## src/dis_pkg.sv

```systemverilog
// Package: constants and carriers for the DDR3 init and mode-register block
`default_nettype none
package dis_pkg;
    // ------------------------------------------------------------------
    // Clock and timing
    // ------------------------------------------------------------------
    localparam int CLK_PERIOD_NS = 10;
    localparam int T_INIT_US = 500;
    localparam int T_INIT_CYC = (T_INIT_US * 1000) / CLK_PERIOD_NS;
    localparam int INIT_CNT_W = 17;
    localparam logic [7:0] TXPR_TCK = 8'h05;
    localparam logic [15:0] TDLLK_RST = 16'h0200;
    localparam logic [15:0] TZQINIT_RST = 16'h0200;

    // ------------------------------------------------------------------
    // Register map (byte addresses)
    // ------------------------------------------------------------------
    localparam int APB_AW = 8;
    localparam logic [7:0] OFS_STATUS = 8'h00;
    localparam logic [7:0] OFS_MR0 = 8'h04;
    localparam logic [7:0] OFS_MR1 = 8'h08;
    localparam logic [7:0] OFS_MR2 = 8'h0C;
    localparam logic [7:0] OFS_MR3 = 8'h10;
    localparam logic [7:0] OFS_ACCESS = 8'h14;
    localparam logic [7:0] OFS_ERR = 8'h18;
    localparam logic [7:0] OFS_TDLLK = 8'h1C;
    localparam logic [7:0] OFS_TZQINIT = 8'h20;

    // Error bits
    localparam int ERR_ORDER = 0;
    localparam int ERR_EARLY_CKE = 1;
    localparam int ERR_NOT_IDLE = 2;
    localparam int ERR_EARLY_MRS = 3;

    // Mode register fields
    localparam int MR0_DLL_RST = 8;
    localparam int MR1_DLL_DIS = 0;
    localparam int MR0_BT = 3;
    localparam logic [1:0] BL_OTF = 2'h1;
    localparam logic [1:0] BL_BC4 = 2'h2;

    // ------------------------------------------------------------------
    // Types
    // ------------------------------------------------------------------
    typedef enum logic [2:0] {
        PH_RESET, PH_WAIT_CKE, PH_XPR, PH_MR, PH_ZQ, PH_CAL, PH_READY
    } dis_phase_t;

    typedef struct packed {
        logic reset_n;
        logic cke;
        logic odt;
        logic cs_n;
        logic ras_n;
        logic cas_n;
        logic we_n;
        logic [2:0] ba;
        logic [14:0] addr;
    } dis_pins_t;

    typedef struct packed {
        logic is_write;
        logic auto_pre;
        logic chop;
        logic [2:0] bank;
        logic [10:0] col;
    } dis_access_t;
endpackage : dis_pkg
`default_nettype wire

```

## src/dis_init_seq.sv

```systemverilog
// Module: DDR3 device-side reset, init and mode-register sequencer
//
// Register access over APB and the register addresses were chosen for this implementation.
`default_nettype none
module dis_init_seq #(
    parameter int INIT_CYC = dis_pkg::T_INIT_CYC
) (
    // Clock and reset
    input wire logic clk,
    input wire logic srst,
    // APB slave
    input wire logic psel,
    input wire logic penable,
    input wire logic pwrite,
    input wire logic [dis_pkg::APB_AW-1:0] paddr,
    input wire logic [31:0] pwdata,
    output logic [31:0] prdata,
    output logic pready,
    output logic pslverr,
    // Memory pins from the controller
    input wire logic mem_ck,
    input wire dis_pkg::dis_pins_t mem_pins,
    // Device status
    output logic rtt_on,
    output logic dll_locked,
    output logic mem_ready
);
    import dis_pkg::*;

    // ------------------------------------------------------------------
    // State
    // ------------------------------------------------------------------
    typedef struct packed {
        dis_pins_t sync1;
        dis_pins_t sync2;
        logic ck_s1;
        logic ck_s2;
        logic ck_prev;
        dis_phase_t phase;
        logic [INIT_CNT_W-1:0] init_cnt;
        logic [7:0] xpr_cnt;
        logic [1:0] mr_step;
        logic [3:0][14:0] mr;
        logic [7:0] bank_open;
        logic [7:0][14:0] bank_row;
        dis_access_t last;
        logic [15:0] dllk_cnt;
        logic [15:0] zq_cnt;
        logic dll_lock;
        logic zq_done;
        logic term;
        logic [3:0] err;
        logic [15:0] t_dllk;
        logic [15:0] t_zq;
        logic [31:0] rdata;
        logic ready_q;
        logic slverr;
        logic rdy;
    } dis_state_t;

    dis_state_t s;
    dis_state_t next_s;

    // ------------------------------------------------------------------
    // Next state
    // ------------------------------------------------------------------
    always_comb
    begin
        dis_pins_t p;
        logic ck_rise;
        logic cmd;
        logic [3:0] err_set;
        logic [3:0] err_clr;
        logic [1:0] want;
        logic [1:0] sel;
        logic wr_acc;
        p = s.sync2;
        ck_rise = s.ck_s2 & ~s.ck_prev;
        // Commands only count with CKE high and chip selected
        cmd = ck_rise & p.cke & ~p.cs_n;
        wr_acc = psel & penable & s.ready_q & pwrite;
        err_set = 4'h0;
        err_clr = 4'h0;
        want = 2'h0;
        sel = p.ba[1:0];
        next_s = s;
        // Pins cross from the link side; first stage feeds only the second
        next_s.sync1 = mem_pins;
        next_s.sync2 = s.sync1;
        next_s.ck_s1 = mem_ck;
        next_s.ck_s2 = s.ck_s1;
        next_s.ck_prev = s.ck_s2;

        unique case (s.mr_step)
            2'h0: want = 2'h2;
            2'h1: want = 2'h3;
            2'h2: want = 2'h1;
            2'h3: want = 2'h0;
        endcase

        // Wait counters tick on link clock edges
        if (ck_rise && s.xpr_cnt != 8'hFF)
            next_s.xpr_cnt = s.xpr_cnt + 8'h01;
        if (ck_rise && s.dllk_cnt != 16'h0000)
        begin
            next_s.dllk_cnt = s.dllk_cnt - 16'h0001;
            if (s.dllk_cnt == 16'h0001)
            begin
                next_s.dll_lock = 1'b1;
                next_s.mr[0][MR0_DLL_RST] = 1'b0;
            end
        end
        if (ck_rise && s.zq_cnt != 16'h0000)
        begin
            next_s.zq_cnt = s.zq_cnt - 16'h0001;
            if (s.zq_cnt == 16'h0001)
                next_s.zq_done = 1'b1;
        end

        if (!p.reset_n)
        begin
            // Mode registers keep stale contents: undefined after reset
            next_s.phase = PH_RESET;
            next_s.init_cnt = '0;
            next_s.mr_step = 2'h0;
            next_s.bank_open = 8'h00;
            next_s.dllk_cnt = 16'h0000;
            next_s.zq_cnt = 16'h0000;
            next_s.dll_lock = 1'b0;
            next_s.zq_done = 1'b0;
        end
        else
        begin
            unique case (s.phase)
                PH_RESET:
                    next_s.phase = PH_WAIT_CKE;
                PH_WAIT_CKE:
                begin
                    if (s.init_cnt < INIT_CNT_W'(INIT_CYC))
                        next_s.init_cnt = s.init_cnt + 1'b1;
                    if (ck_rise && p.cke)
                    begin
                        if (s.init_cnt < INIT_CNT_W'(INIT_CYC))
                            err_set[ERR_EARLY_CKE] = 1'b1;
                        next_s.phase = PH_XPR;
                        // Starts at one so an MRS exactly tXPR later is legal
                        next_s.xpr_cnt = 8'h01;
                    end
                end
                PH_CAL:
                    if (s.dll_lock && s.zq_done)
                        next_s.phase = PH_READY;
                default:
                    next_s.phase = s.phase;
            endcase

            if (cmd && s.phase != PH_RESET && s.phase != PH_WAIT_CKE)
            begin
                unique case ({p.ras_n, p.cas_n, p.we_n})
                    3'b000:
                    begin
                        // Mode register set; open rows untouched
                        next_s.mr[sel] = p.addr;
                        if (p.ba[2])
                            err_set[ERR_ORDER] = 1'b1;
                        if (sel == 2'h0 && p.addr[MR0_DLL_RST])
                        begin
                            next_s.dllk_cnt = s.t_dllk;
                            next_s.dll_lock = 1'b0;
                        end
                        if (s.phase == PH_XPR || s.phase == PH_MR)
                        begin
                            if (s.xpr_cnt < TXPR_TCK)
                                err_set[ERR_EARLY_MRS] = 1'b1;
                            if (sel != want)
                                err_set[ERR_ORDER] = 1'b1;
                            next_s.mr_step = s.mr_step + 2'h1;
                            next_s.phase = (s.mr_step == 2'h3) ? PH_ZQ : PH_MR;
                        end
                        else if (s.bank_open != 8'h00)
                            err_set[ERR_NOT_IDLE] = 1'b1;
                    end
                    3'b011:
                    begin
                        next_s.bank_open[p.ba] = 1'b1;
                        next_s.bank_row[p.ba] = p.addr;
                    end
                    3'b010:
                        if (p.addr[10])
                            next_s.bank_open = 8'h00;
                        else
                            next_s.bank_open[p.ba] = 1'b0;
                    3'b100, 3'b101:
                    begin
                        next_s.last.is_write = ~p.we_n;
                        next_s.last.bank = p.ba;
                        next_s.last.col = {p.addr[11], p.addr[9:0]};
                        next_s.last.auto_pre = p.addr[10];
                        if (s.mr[0][1:0] == BL_OTF)
                            next_s.last.chop = ~p.addr[12];
                        else
                            next_s.last.chop = (s.mr[0][1:0] == BL_BC4);
                        if (p.addr[10])
                            next_s.bank_open[p.ba] = 1'b0;
                    end
                    3'b110:
                        if (s.phase == PH_ZQ && p.addr[10])
                        begin
                            next_s.zq_cnt = s.t_zq;
                            next_s.zq_done = 1'b0;
                            next_s.phase = PH_CAL;
                        end
                    default:
                        next_s.phase = next_s.phase;
                endcase
            end
        end

        // Termination off until CKE has been seen high after reset
        next_s.term = p.reset_n && p.odt && s.phase != PH_RESET &&
            s.phase != PH_WAIT_CKE;

        // --------------------------------------------------------------
        // APB: one wait state, answer registered
        // --------------------------------------------------------------
        next_s.ready_q = psel & penable & ~s.ready_q;
        if (psel && penable && !s.ready_q)
        begin
            next_s.slverr = 1'b0;
            next_s.rdata = 32'h0000_0000;
            unique case (paddr)
                OFS_STATUS:
                    next_s.rdata = {19'h00000, s.mr_step, s.mr[0][MR0_BT],
                        s.mr[0][1:0], s.term, s.phase == PH_READY,
                        s.zq_done, s.dll_lock, 1'b0, s.phase};
                OFS_MR0: next_s.rdata = {17'h00000, s.mr[0]};
                OFS_MR1: next_s.rdata = {17'h00000, s.mr[1]};
                OFS_MR2: next_s.rdata = {17'h00000, s.mr[2]};
                OFS_MR3: next_s.rdata = {17'h00000, s.mr[3]};
                OFS_ACCESS: next_s.rdata = {14'h0000, s.last, 1'b0};
                OFS_ERR: next_s.rdata = {28'h0000000, s.err};
                OFS_TDLLK: next_s.rdata = {16'h0000, s.t_dllk};
                OFS_TZQINIT: next_s.rdata = {16'h0000, s.t_zq};
                default: next_s.slverr = 1'b1;
            endcase
        end
        if (wr_acc && paddr == OFS_ERR)
            err_clr = pwdata[3:0];
        if (wr_acc && paddr == OFS_TDLLK)
            next_s.t_dllk = pwdata[15:0];
        if (wr_acc && paddr == OFS_TZQINIT)
            next_s.t_zq = pwdata[15:0];
        // Set beats clear in the same cycle
        next_s.err = (s.err & ~err_clr) | err_set;
        next_s.rdy = (next_s.phase == PH_READY);
    end

    // ------------------------------------------------------------------
    // Registers
    // ------------------------------------------------------------------
    always_ff @(posedge clk)
    begin
        if (srst)
        begin
            s <= '0;
            s.phase <= PH_RESET;
            s.t_dllk <= TDLLK_RST;
            s.t_zq <= TZQINIT_RST;
        end
        else
            s <= next_s;
    end

    assign prdata = s.rdata;
    assign pready = s.ready_q;
    assign pslverr = s.slverr;
    assign rtt_on = s.term;
    assign dll_locked = s.dll_lock;
    assign mem_ready = s.rdy;
endmodule : dis_init_seq
`default_nettype wire

```

## config.mk

```make
export PLATFORM = sky130hd
export DESIGN_NAME = dis_init_seq
export DESIGN_NICKNAME = d
export VERILOG_FILES = /design/src/dis_pkg.sv /design/src/dis_init_seq.sv
export SDC_FILE = /design/constraint.sdc
export NUM_CORES = 1
export LEC_CHECK = 0
export BUFFER_PORTS_ARGS = -buffer_cell sky130_fd_sc_hd__buf_4
export CAP_MARGIN = 25
export CORE_MARGIN = 5
export CORE_UTILIZATION = 54
export DETAILED_ROUTE_END_ITERATION = 10
export PLACE_DENSITY = 0.76
export SKIP_LAST_GASP = 1
export SLEW_MARGIN = 10
export SYNTH_ARGS = -nofsm -noshare
export SYNTH_HDL_FRONTEND = slang
export SYNTH_SLANG_ARGS = --single-unit
export TNS_END_PERCENT = 100
```

## constraint.sdc

```tcl
create_clock -name clk -period 2.24 [get_ports clk]
set_clock_uncertainty 0.05 [all_clocks]
set_input_delay 0.112 -clock clk [delete_from_list [all_inputs] [get_ports clk]]
set_output_delay 0.112 -clock clk [all_outputs]
set_load 0.02 [all_outputs]
```

==> impl_metrics.ini, run 1 <==
[finish]
nets = 1549
most_common_library_cell_in_the_layout_ignoring_fill_and_taps = sky130_fd_sc_hd__dfxtp_1
final_cells = 1762
count_of_fill_cells_added_during_filler_insertion = 1699
area_growth_pct = 21.4
drive_gt1_share_pct = 16.5
final_design_area_no_fill_mm2 = 0.0142
most-common-layout-cells = sky130_fd_sc_hd__dfxtp_1 (260), sky130_fd_sc_hd__buf_4 (130), sky130_fd_sc_hd__nand2_1 (123)
antenna_cells_inserted = 0

[placed_design]
dp_cells = 1658
detailedPlacementHpwl_mm = 22.7
dpl-instance-area_mm2 = 0.0126
io_buffers = 77
routabilityCongestion = 0.949

[drt]
detail_route.iter0.violations = 1221
routed-via-count = 10400
via_per_inst = 5.88
wirelength_routed_mm = 32.6
detail_route.wl_per_cell_um = 18.5
drtPass1Iterations = 6
ant_nets = 0
drc = 0

[critical_path]
worstPathMaxFanout = 13
worst-endpoint-required_ns = 2.67
crit_path_end = s[254]$_SDFFE_PP0P_
crit_start = s[364]$_SDFF_PP0_
critPathCaptureType = flop
worstRegToRegCells = 7
r2r-start = s[364]$_SDFF_PP0_
r2r_end = s[254]$_SDFFE_PP0P_
crit_arrival_ns = 2.59
kind_of_critical_path = flop to flop
r2r_setup_slack_ns = 0.07
timing.critical_path.from_type = flop

[synth]
synthCells = 1349
netlist_area_mm2 = 0.0117
yosysWarnings = 0
syn_area_per_cell_um2 = 8.66
ys_seq_elements = 260
synth.yosys.seq_area_share_pct = 44.6
synth_enable_flop_cells = 0
synth-async-reset-ratio_pct = 0
commonest_register_cell_after_synthesis = sky130_fd_sc_hd__dfxtp_1
post_synth_num_cell_types = 74

[sta]
worst_pin_slew_ns = 0.642
finalSetupViolations = 0
fmax_mhz = 462
slew_viol_final = 0
report.final.hold_viol_count = 0
post-route-period-util_pct = 96.7
maxSlewHeadroom_pct = 56.6
rsz0062_at_grt = true
post-route-min-period_ns = 2.17

[clock_network]
cts_sinks = 260
ctsLongestPathBuffers = 3
cts_inserted_buffers = 27
tritoncts = built
worst_skew_pair.late_latency_ns = 0.54
cts.repair_timing.setup_buffer_count = 0
clk_slew_on_worst_s_h_paths_ns = 0.07
ctsRootBufferMaster = sky130_fd_sc_hd__clkbuf_16
number_of_levels_the_h_tree_was_split_into = 1

[global_routing]
groute.usage.overall_pct = 25.8
initial_antenna_violation_count = 0
grt_pass1_wl_mm = 51.7
grt_start_max_net_pins = 72
via_count_of_the_first_global_routing_pass = 9744
grt_overflow_total = 0

[run]
maxCapViolCount = 0

[hold_path]
worstHoldPathType = input pin to flop

[die]
die_w_um = 157
core_mm2 = 0.0212
die_height_um = 157
floorplan.rows = 53
initial_core_util_pct = 55.2
design.portCount = 108
die_area_mm2 = 0.0247

[pwr]
switching_power_mw = 2.22
total_leakage_power_nw = 4.97
p_sw_share_pct = 22.1
combPwrFrac_pct = 4.9
pwr_density_cell_mw_per_mm2 = 707
internal_power_mw = 7.81
vdd.ir_drop.worst_mv = 0.623
power_frac_clock_pct = 48.0
power.sequential.fraction_pct = 47.0
finalPower_mw = 10.0

[outcome]
status = finished clean
==> cell families (layout without fill, tap and decap cells) <==
| kind of cell | after synthesis | count (layout) | synth area share (%) |
|---|---|---|---|
| muxes | 76 | 76 | 6.77 |
| other | 1 | 14 | 0.0321 |
| buffers and inverters | 134 | 259 | 5.79 |
| and+or+nand+nor | 495 | 495 | 21.6 |
| adders and majority gates | 12 | 12 | 1.29 |
| xor gates and xnor gates | 31 | 31 | 2.33 |
| DFF | 260 | 260 | 44.6 |
| AOI/OAI and AO/OA | 340 | 340 | 17.6 |
==> cells in the mapped netlist (all sizes together), types with 14 or more instances <==
| cell | number | area share, % |
|---|---|---|
| dfxtp | 260 | 45 |
| nand2 | 133 | 4.5 |
| nor2 | 127 | 4.3 |
| a21oi | 117 | 5.3 |
| o21ai | 105 | 4.5 |
| clkbuf | 65 | 2.1 |
| nor2b | 63 | 3.4 |
| mux2i | 61 | 5.2 |
| buf | 56 | 3.3 |
| nand3 | 27 | 1.2 |
| nor3 | 26 | 1.2 |
| a22oi | 23 | 1.5 |
| xnor2 | 23 | 1.7 |
| a211oi | 21 | 1.4 |
| or3 | 19 | 1.0 |
| nand4 | 17 | 0.91 |
| nor4 | 16 | 0.91 |
| or4 | 15 | 0.96 |
| mux2 | 14 | 1.4 |
==> how the worst min path moves through the flow <==
| stage | from | end | slack, ns | depth (start not counted) |
|---|---|---|---|---|
| 2_1_floorplan | pwdata[9] | s[44]$_SDFFE_PP1P_ | 0.18 | 1 |
| 3_3_place_gp | mem_pins[3] | next_s[347]$_SDFF_PP0_ | 0.27 | 2 |
| 3_5_place_dp | mem_pins[21] | next_s[365]$_SDFF_PP0_ | 0.28 | 2 |
| 4_1_cts | penable | pready$_SDFF_PP0_ | 0.0005 | 3 |
| 5_1_grt | penable | pready$_SDFF_PP0_ | 0.02 | 3 |
| 6_report | penable | pready$_SDFF_PP0_ | 0.02 | 3 |
==> registers in the layout (all words and copies together) (netlist names) <==
signal,count
s,210
next_s,27
pslverr,1
prdata,18
dll_locked,1
pready,1
mem_ready,1
rtt_on,1
==> final cells by class <==
type	instances	area, um^2	share of cell area, %
Inverter	13	48.8	0.344
Sequential cell	260	5200	36.7
Clock buffer	32	724	5.11
Tap cell	275	344	2.43
Clock inverter	18	245	1.73
Timing Repair Buffer	196	1720	12.2
Multi-Input combinational cell	968	5880	41.5
==> metrics by stage <==
step | utilization, % | setup slack [ns] | hold slack, ns | TNS (ns)
after floorplan | - | -0.0848 | 0.180 | -0.872
after global placement | 59.7 | 0.0720 | 0.270 | 0
after detailed placement | 59.7 | 0.00645 | 0.277 | 0
after CTS | 66.8 | -0.0102 | 0.000514 | -0.0102
after global routing | 67.0 | -0.0226 | 0.0246 | -0.0449
final | 67.0 | 0.0733 | 0.0163 | 0
==> what timing repair did <==
item                                    CTS  global route
gates resized for setup                   1            13
hold buffers                             53             0
gates cloned                              0             1
endpoints found under the setup margin    4            40
endpoints found under the hold margin    73             0
==> power groups by stage <==
stage               Sequential, mW  Clock [mW]  Combinational [mW]
global placement              4.81           0               0.407
global route                  4.72        5.10               0.531
finish                        4.71        4.82               0.496
floorplan                     4.80           0               0.250
detailed placement            4.81           0               0.413
CTS                           4.71        4.89               0.487
==> routing by layer <==
layer,track usage [%],wire [um]
met1,35.6,13900
met2,42.2,15200
met3,3.82,2490
met4,7.87,973
met5,0,0
==> critical path, cell delays in order (launching register included) <==
cell and delay (ns):
sky130_fd_sc_hd__dfxtp_1 0.31, sky130_fd_sc_hd__or4b_1 0.51, sky130_fd_sc_hd__or4_4 0.46, sky130_fd_sc_hd__buf_6 0.19, sky130_fd_sc_hd__nor3_4 0.18, sky130_fd_sc_hd__buf_6 0.18, sky130_fd_sc_hd__nand2_1 0.07, sky130_fd_sc_hd__a21oi_2 0.14
No activity file was read; power rests on OpenSTA's default activity.
==> run 2: changes to the inputs <==
==> constraint.sdc (replaced) <==
create_clock -name clk -period 2.24 [get_ports clk]
set_clock_uncertainty 0.05 [all_clocks]
set_input_delay 0.448 -clock clk [delete_from_list [all_inputs] [get_ports clk]]
set_output_delay 0.448 -clock clk [all_outputs]
set_load 0.02 [all_outputs]
==> impl_metrics.ini, run 2 (synthesis results as in run 1) <==
[clock_network]
cts_inserted_buffers = 27
ctsLongestPathBuffers = 3
clk_slew_on_worst_s_h_paths_ns = 0.06
cts_hold_repair.buffers = 0
ctsRootBufferMaster = sky130_fd_sc_hd__clkbuf_16
tritoncts = built
number_of_levels_the_h_tree_was_split_into = 1
worst_skew_pair.late_latency_ns = 0.55
cts_sinks = 260

[pwr]
pwr_density_cell_mw_per_mm2 = 704
total_leakage_power_nw = 4.77
finalPower_mw = 9.63
vdd.ir_drop.worst_mv = 0.703

[critical_path]
worstPathMaxFanout = 12
timing.critical_path.from_type = flop
critPathCaptureType = flop
worst-endpoint-required_ns = 2.67
r2r_end = s[256]$_SDFFE_PP0P_
r2r-start = s[364]$_SDFF_PP0_
crit_arrival_ns = 2.65
worstRegToRegCells = 7
r2r_setup_slack_ns = 0.02
kind_of_critical_path = flop to flop
crit_start = s[364]$_SDFF_PP0_

[global_routing]
grt_start_max_net_pins = 110
via_count_of_the_first_global_routing_pass = 9471
groute.usage.overall_pct = 25.0
initial_antenna_violation_count = 0
grt_pass1_wl_mm = 50.2
grt_overflow_total = 0

[drt]
wl_met1_mm = 13.7
wirelength_routed_mm = 31.9
drtPass1Iterations = 7
via_per_inst = 6.00
drc = 0
routed-via-count = 10300
detail_route.iter0.violations = 1137
ant_nets = 0
dr.max_layer_used = met4
detail_route.wl_per_cell_um = 18.6
detailroute.wirelength.met2_mm = 14.7
met3_wirelength_mm = 2.58

[sta]
worst_pin_slew_ns = 0.872
finalSetupViolations = 0
maxSlewHeadroom_pct = 41.7
post-route-period-util_pct = 99.0
slew_viol_final = 0
report.final.hold_viol_count = 0
rsz0062_at_grt = true
setup_slack_ns = 0.0220
fmax_mhz = 451
post-route-min-period_ns = 2.22

[placed_design]
io_buffers = 77
dpl-instance-area_mm2 = 0.0127
routabilityCongestion = 1.01
detailedPlacementHpwl_mm = 22.7
placement.setup.worst_slack_ns = 0.00766

[finish]
final_design_area_no_fill_mm2 = 0.0137
multi_input_comb_area_mm2 = 0.00590
reg_with_most_ffs = s
number_of_flip_flops_in_the_largest_register = 210
most-common-layout-cells = sky130_fd_sc_hd__dfxtp_1 (260), sky130_fd_sc_hd__buf_4 (140), sky130_fd_sc_hd__nand2_1 (123)
most_common_library_cell_in_the_layout_ignoring_fill_and_taps = sky130_fd_sc_hd__dfxtp_1
final-seq-area_mm2 = 0.00520
nets = 1505
count_of_fill_cells_added_during_filler_insertion = 1749
antenna_cells_inserted = 0
area_growth_pct = 17.1
drive_gt1_share_pct = 17.6

[hold_path]
worstHoldPathType = input pin to flop
min_delay_startpoint = mem_pins[12]
hold_end = next_s[356]$_SDFF_PP0_
hold_depth = 2

[die]
design.portCount = 108
die_w_um = 157
die_area_mm2 = 0.0247
core_mm2 = 0.0212
initial_core_util_pct = 55.2
die_height_um = 157
floorplan.rows = 53

[run]
maxCapViolCount = 0

[outcome]
status = finished clean
[run 2: cell types whose count changed in the layout (fill, tap and decap cells not counted), sizes merged]
cell and change:
clkinvlp -2, clkbuf +6, bufinv -3, buf +8, inv +1, dlygate4sd3 -53, clkinv -3
[run 2: how the worst max path moves through the flow]
stage | to | slack, ns | depth (start not counted)
CTS | s[252]$_SDFFE_PP0P_ | 0.03 | 6
global placement | s[256]$_SDFFE_PP0P_ | 0.06 | 7
global route | s[256]$_SDFFE_PP0P_ | -0.03 | 7
finish | s[256]$_SDFFE_PP0P_ | 0.02 | 7
detailed placement | s[264]$_SDFFE_PP0P_ | 0.008 | 7
floorplan | s[256]$_SDFFE_PP0P_ | -0.08 | 9
[run 2: layer usage]
layer | global-route usage [%] | up-vias
met1 | 35.6 | 4836
li1 | - | 4901
met2 | 40.3 | 483
met4 | 7.17 | 0
met3 | 3.11 | 74
met5 | 0 | -
[run 2: final cells by class]
class                      instances  share of cell area (%)
clock buffer                      37                    5.58
clock inverter                    11                   0.952
inverter                          13                   0.357
multi-input combinational        968                    43.2
sequential                       260                    38.1
tap                              275                    2.52
timing repair buffer             152                    9.35
[run 2: worst max-delay path, stage by stage (launching register included)]
cell	delay [ns]
sky130_fd_sc_hd__dfxtp_1	0.31
sky130_fd_sc_hd__or4b_1	0.53
sky130_fd_sc_hd__or4_4	0.47
sky130_fd_sc_hd__buf_12	0.18
sky130_fd_sc_hd__nor3_4	0.18
sky130_fd_sc_hd__buf_4	0.21
sky130_fd_sc_hd__nand2_1	0.09
sky130_fd_sc_hd__a21oi_2	0.13
[run 2: where the power goes]
part / switching [mW] / internal [mW]
clock: 1.86 / 2.63
combinational: 0.255 / 0.174
sequential: 0.0401 / 4.67
total: 2.15 / 7.47
[run 2: through the flow]
step | setup TNS (ns) | util (%) | cells | hold slack [ns]
6_report | 0 | 64.6 | 1716 | 0.0586
5_1_grt | -0.156 | 64.6 | 1716 | 0.0573
4_1_cts | 0 | 64.2 | 1713 | 0.0447
3_5_place_dp | 0 | 60.0 | 1665 | 0.373
3_3_place_gp | 0 | 60.0 | 1665 | 0.366
2_1_floorplan | -0.872 | - | 1362 | 0.364
[run 2: repair_timing]
action | CTS | global route
endpoints found under the hold margin | 0 | 0
buffers inserted | 0 | 1
resized for setup | 2 | 12
cloned | 0 | 2
pin swaps | 0 | 0
setup endpoints to repair | 3 | 31
==> run 3: changes to the inputs <==
RECOVER_POWER = 100   (was not set)
==> impl_metrics.ini, run 3 (synthesis results as in run 1) <==
[drt]
detail_route.wl_per_cell_um = 18.5
wirelength_routed_mm = 31.7
detail_route.iter0.violations = 1010
routed-via-count = 10200
ant_nets = 0
drtPass1Iterations = 6
via_per_inst = 5.96
drc = 0

[pwr]
vdd.ir_drop.worst_mv = 0.704
pwr_density_cell_mw_per_mm2 = 704
finalPower_mw = 9.62
total_leakage_power_nw = 4.76

[clock_network]
ctsLongestPathBuffers = 3
worst_skew_pair.late_latency_ns = 0.55
cts_sinks = 260
cts_hold_repair.buffers = 0
clk_slew_on_worst_s_h_paths_ns = 0.06
ctsRootBufferMaster = sky130_fd_sc_hd__clkbuf_16
number_of_levels_the_h_tree_was_split_into = 1
tritoncts = built
cts_inserted_buffers = 27

[finish]
antenna_cells_inserted = 0
final_cells = 1716
final_design_area_no_fill_mm2 = 0.0137
nets = 1505
area_growth_pct = 17.1
reg_with_most_ffs = s
final_util_pct = 64.6
number_of_flip_flops_in_the_largest_register = 210
most-common-layout-cells = sky130_fd_sc_hd__dfxtp_1 (260), sky130_fd_sc_hd__buf_4 (139), sky130_fd_sc_hd__nand2_1 (123)
count_of_fill_cells_added_during_filler_insertion = 1749
drive_gt1_share_pct = 17.5
most_common_library_cell_in_the_layout_ignoring_fill_and_taps = sky130_fd_sc_hd__dfxtp_1

[die]
design.portCount = 108
floorplan.rows = 53
die_area_mm2 = 0.0247
die_height_um = 157
initial_core_util_pct = 55.2
core_mm2 = 0.0212
die_w_um = 157

[sta]
post-route-period-util_pct = 98.6
totalNegativeSetupSlack_ns = 0
fmax_mhz = 453
worst_pin_slew_ns = 0.840
report.final.hold_viol_count = 0
post-route-min-period_ns = 2.21
finalSetupViolations = 0
maxSlewHeadroom_pct = 43.8
rsz0062_at_grt = true
slew_viol_final = 0

[placed_design]
io_buffers = 77
dp_cells = 1665
detailedPlacementHpwl_mm = 22.7
routabilityCongestion = 1.01
dpl-instance-area_mm2 = 0.0127

[hold_path]
hold_end = next_s[356]$_SDFF_PP0_
hold_depth = 2
worstHoldPathType = input pin to flop
min_delay_startpoint = mem_pins[12]

[critical_path]
critPathCaptureType = flop
r2r-start = s[364]$_SDFF_PP0_
worstRegToRegCells = 7
kind_of_critical_path = flop to flop
r2r_end = s[256]$_SDFFE_PP0P_
crit_arrival_ns = 2.64
worst-endpoint-required_ns = 2.67
worstPathMaxFanout = 12
r2r_setup_slack_ns = 0.03
timing.critical_path.from_type = flop

[run]
maxCapViolCount = 0

[global_routing]
groute.usage.overall_pct = 25.0
grt_pass1_wl_mm = 50.2
initial_antenna_violation_count = 0
grt_start_max_net_pins = 110
grt_overflow_total = 0
via_count_of_the_first_global_routing_pass = 9471

[outcome]
status = finished clean
==> run 3: changes by cell type in the layout (fill, tap and decap cells not counted), sizes merged <==
cell,delta
clkbuf,+1
buf,-1
==> run 3: cell type report <==
cell class	count	area (um^2)	share of cell area (%)
Multi-Input combinational cell	968	5900	43.2
Sequential cell	260	5200	38.1
Timing Repair Buffer	152	1270	9.33
Clock buffer	37	763	5.58
Tap cell	275	344	2.52
Clock inverter	11	130	0.952
Inverter	13	48.8	0.357
==> run 3: where the power goes <==
| part | switching [mW] | internal [mW] |
|---|---|---|
| registers | 0.0403 | 4.67 |
| logic | 0.254 | 0.173 |
| clock network | 1.86 | 2.63 |
| total | 2.15 | 7.47 |
==> run 3: how the worst max path moves through the flow <==
stage	from	end	cells past startpoint
floorplan	s[363]$_SDFF_PP0_	s[256]$_SDFFE_PP0P_	9
global placement	s[364]$_SDFF_PP0_	s[256]$_SDFFE_PP0P_	7
detailed placement	s[364]$_SDFF_PP0_	s[264]$_SDFFE_PP0P_	7
CTS	s[364]$_SDFF_PP0_	s[252]$_SDFFE_PP0P_	6
global route	s[364]$_SDFF_PP0_	s[256]$_SDFFE_PP0P_	7
finish	s[364]$_SDFF_PP0_	s[256]$_SDFFE_PP0P_	7
==> run 3: through the flow <==
stage | setup slack (ns) | hold WS, ns
after floorplan | -0.0848 | 0.364
after global placement | 0.0574 | 0.366
after detailed placement | 0.00766 | 0.373
after CTS | 0.0294 | 0.0447
after global routing | -0.0308 | 0.0573
final | 0.0313 | 0.0611
==> run 3: timing repair <==
item | CTS | global route
hold endpoints to repair | 0 | 0
endpoints found under the setup margin | 3 | 31
resized for setup | 2 | 12
buffers inserted | 0 | 1
cloned | 0 | 2
==> run 3: routing by layer <==
| metal | vias to the layer above | global-route usage, % | wire length, um |
|---|---|---|---|
| met2 | 464 | 40.3 | 14700 |
| met3 | 69 | 3.11 | 2650 |
| met1 | 4791 | 35.6 | 13400 |
| met4 | 0 | 7.17 | 913 |
| li1 | 4906 | - | - |
| met5 | - | 0 | 0 |
==> run 3: worst max-delay path: stages (launching register included) <==
cell and delay, ns:
sky130_fd_sc_hd__dfxtp_1 0.31, sky130_fd_sc_hd__or4b_1 0.53, sky130_fd_sc_hd__or4_4 0.47, sky130_fd_sc_hd__buf_12 0.18, sky130_fd_sc_hd__nor3_4 0.18, sky130_fd_sc_hd__buf_4 0.21, sky130_fd_sc_hd__nand2_1 0.08, sky130_fd_sc_hd__a21oi_2 0.13
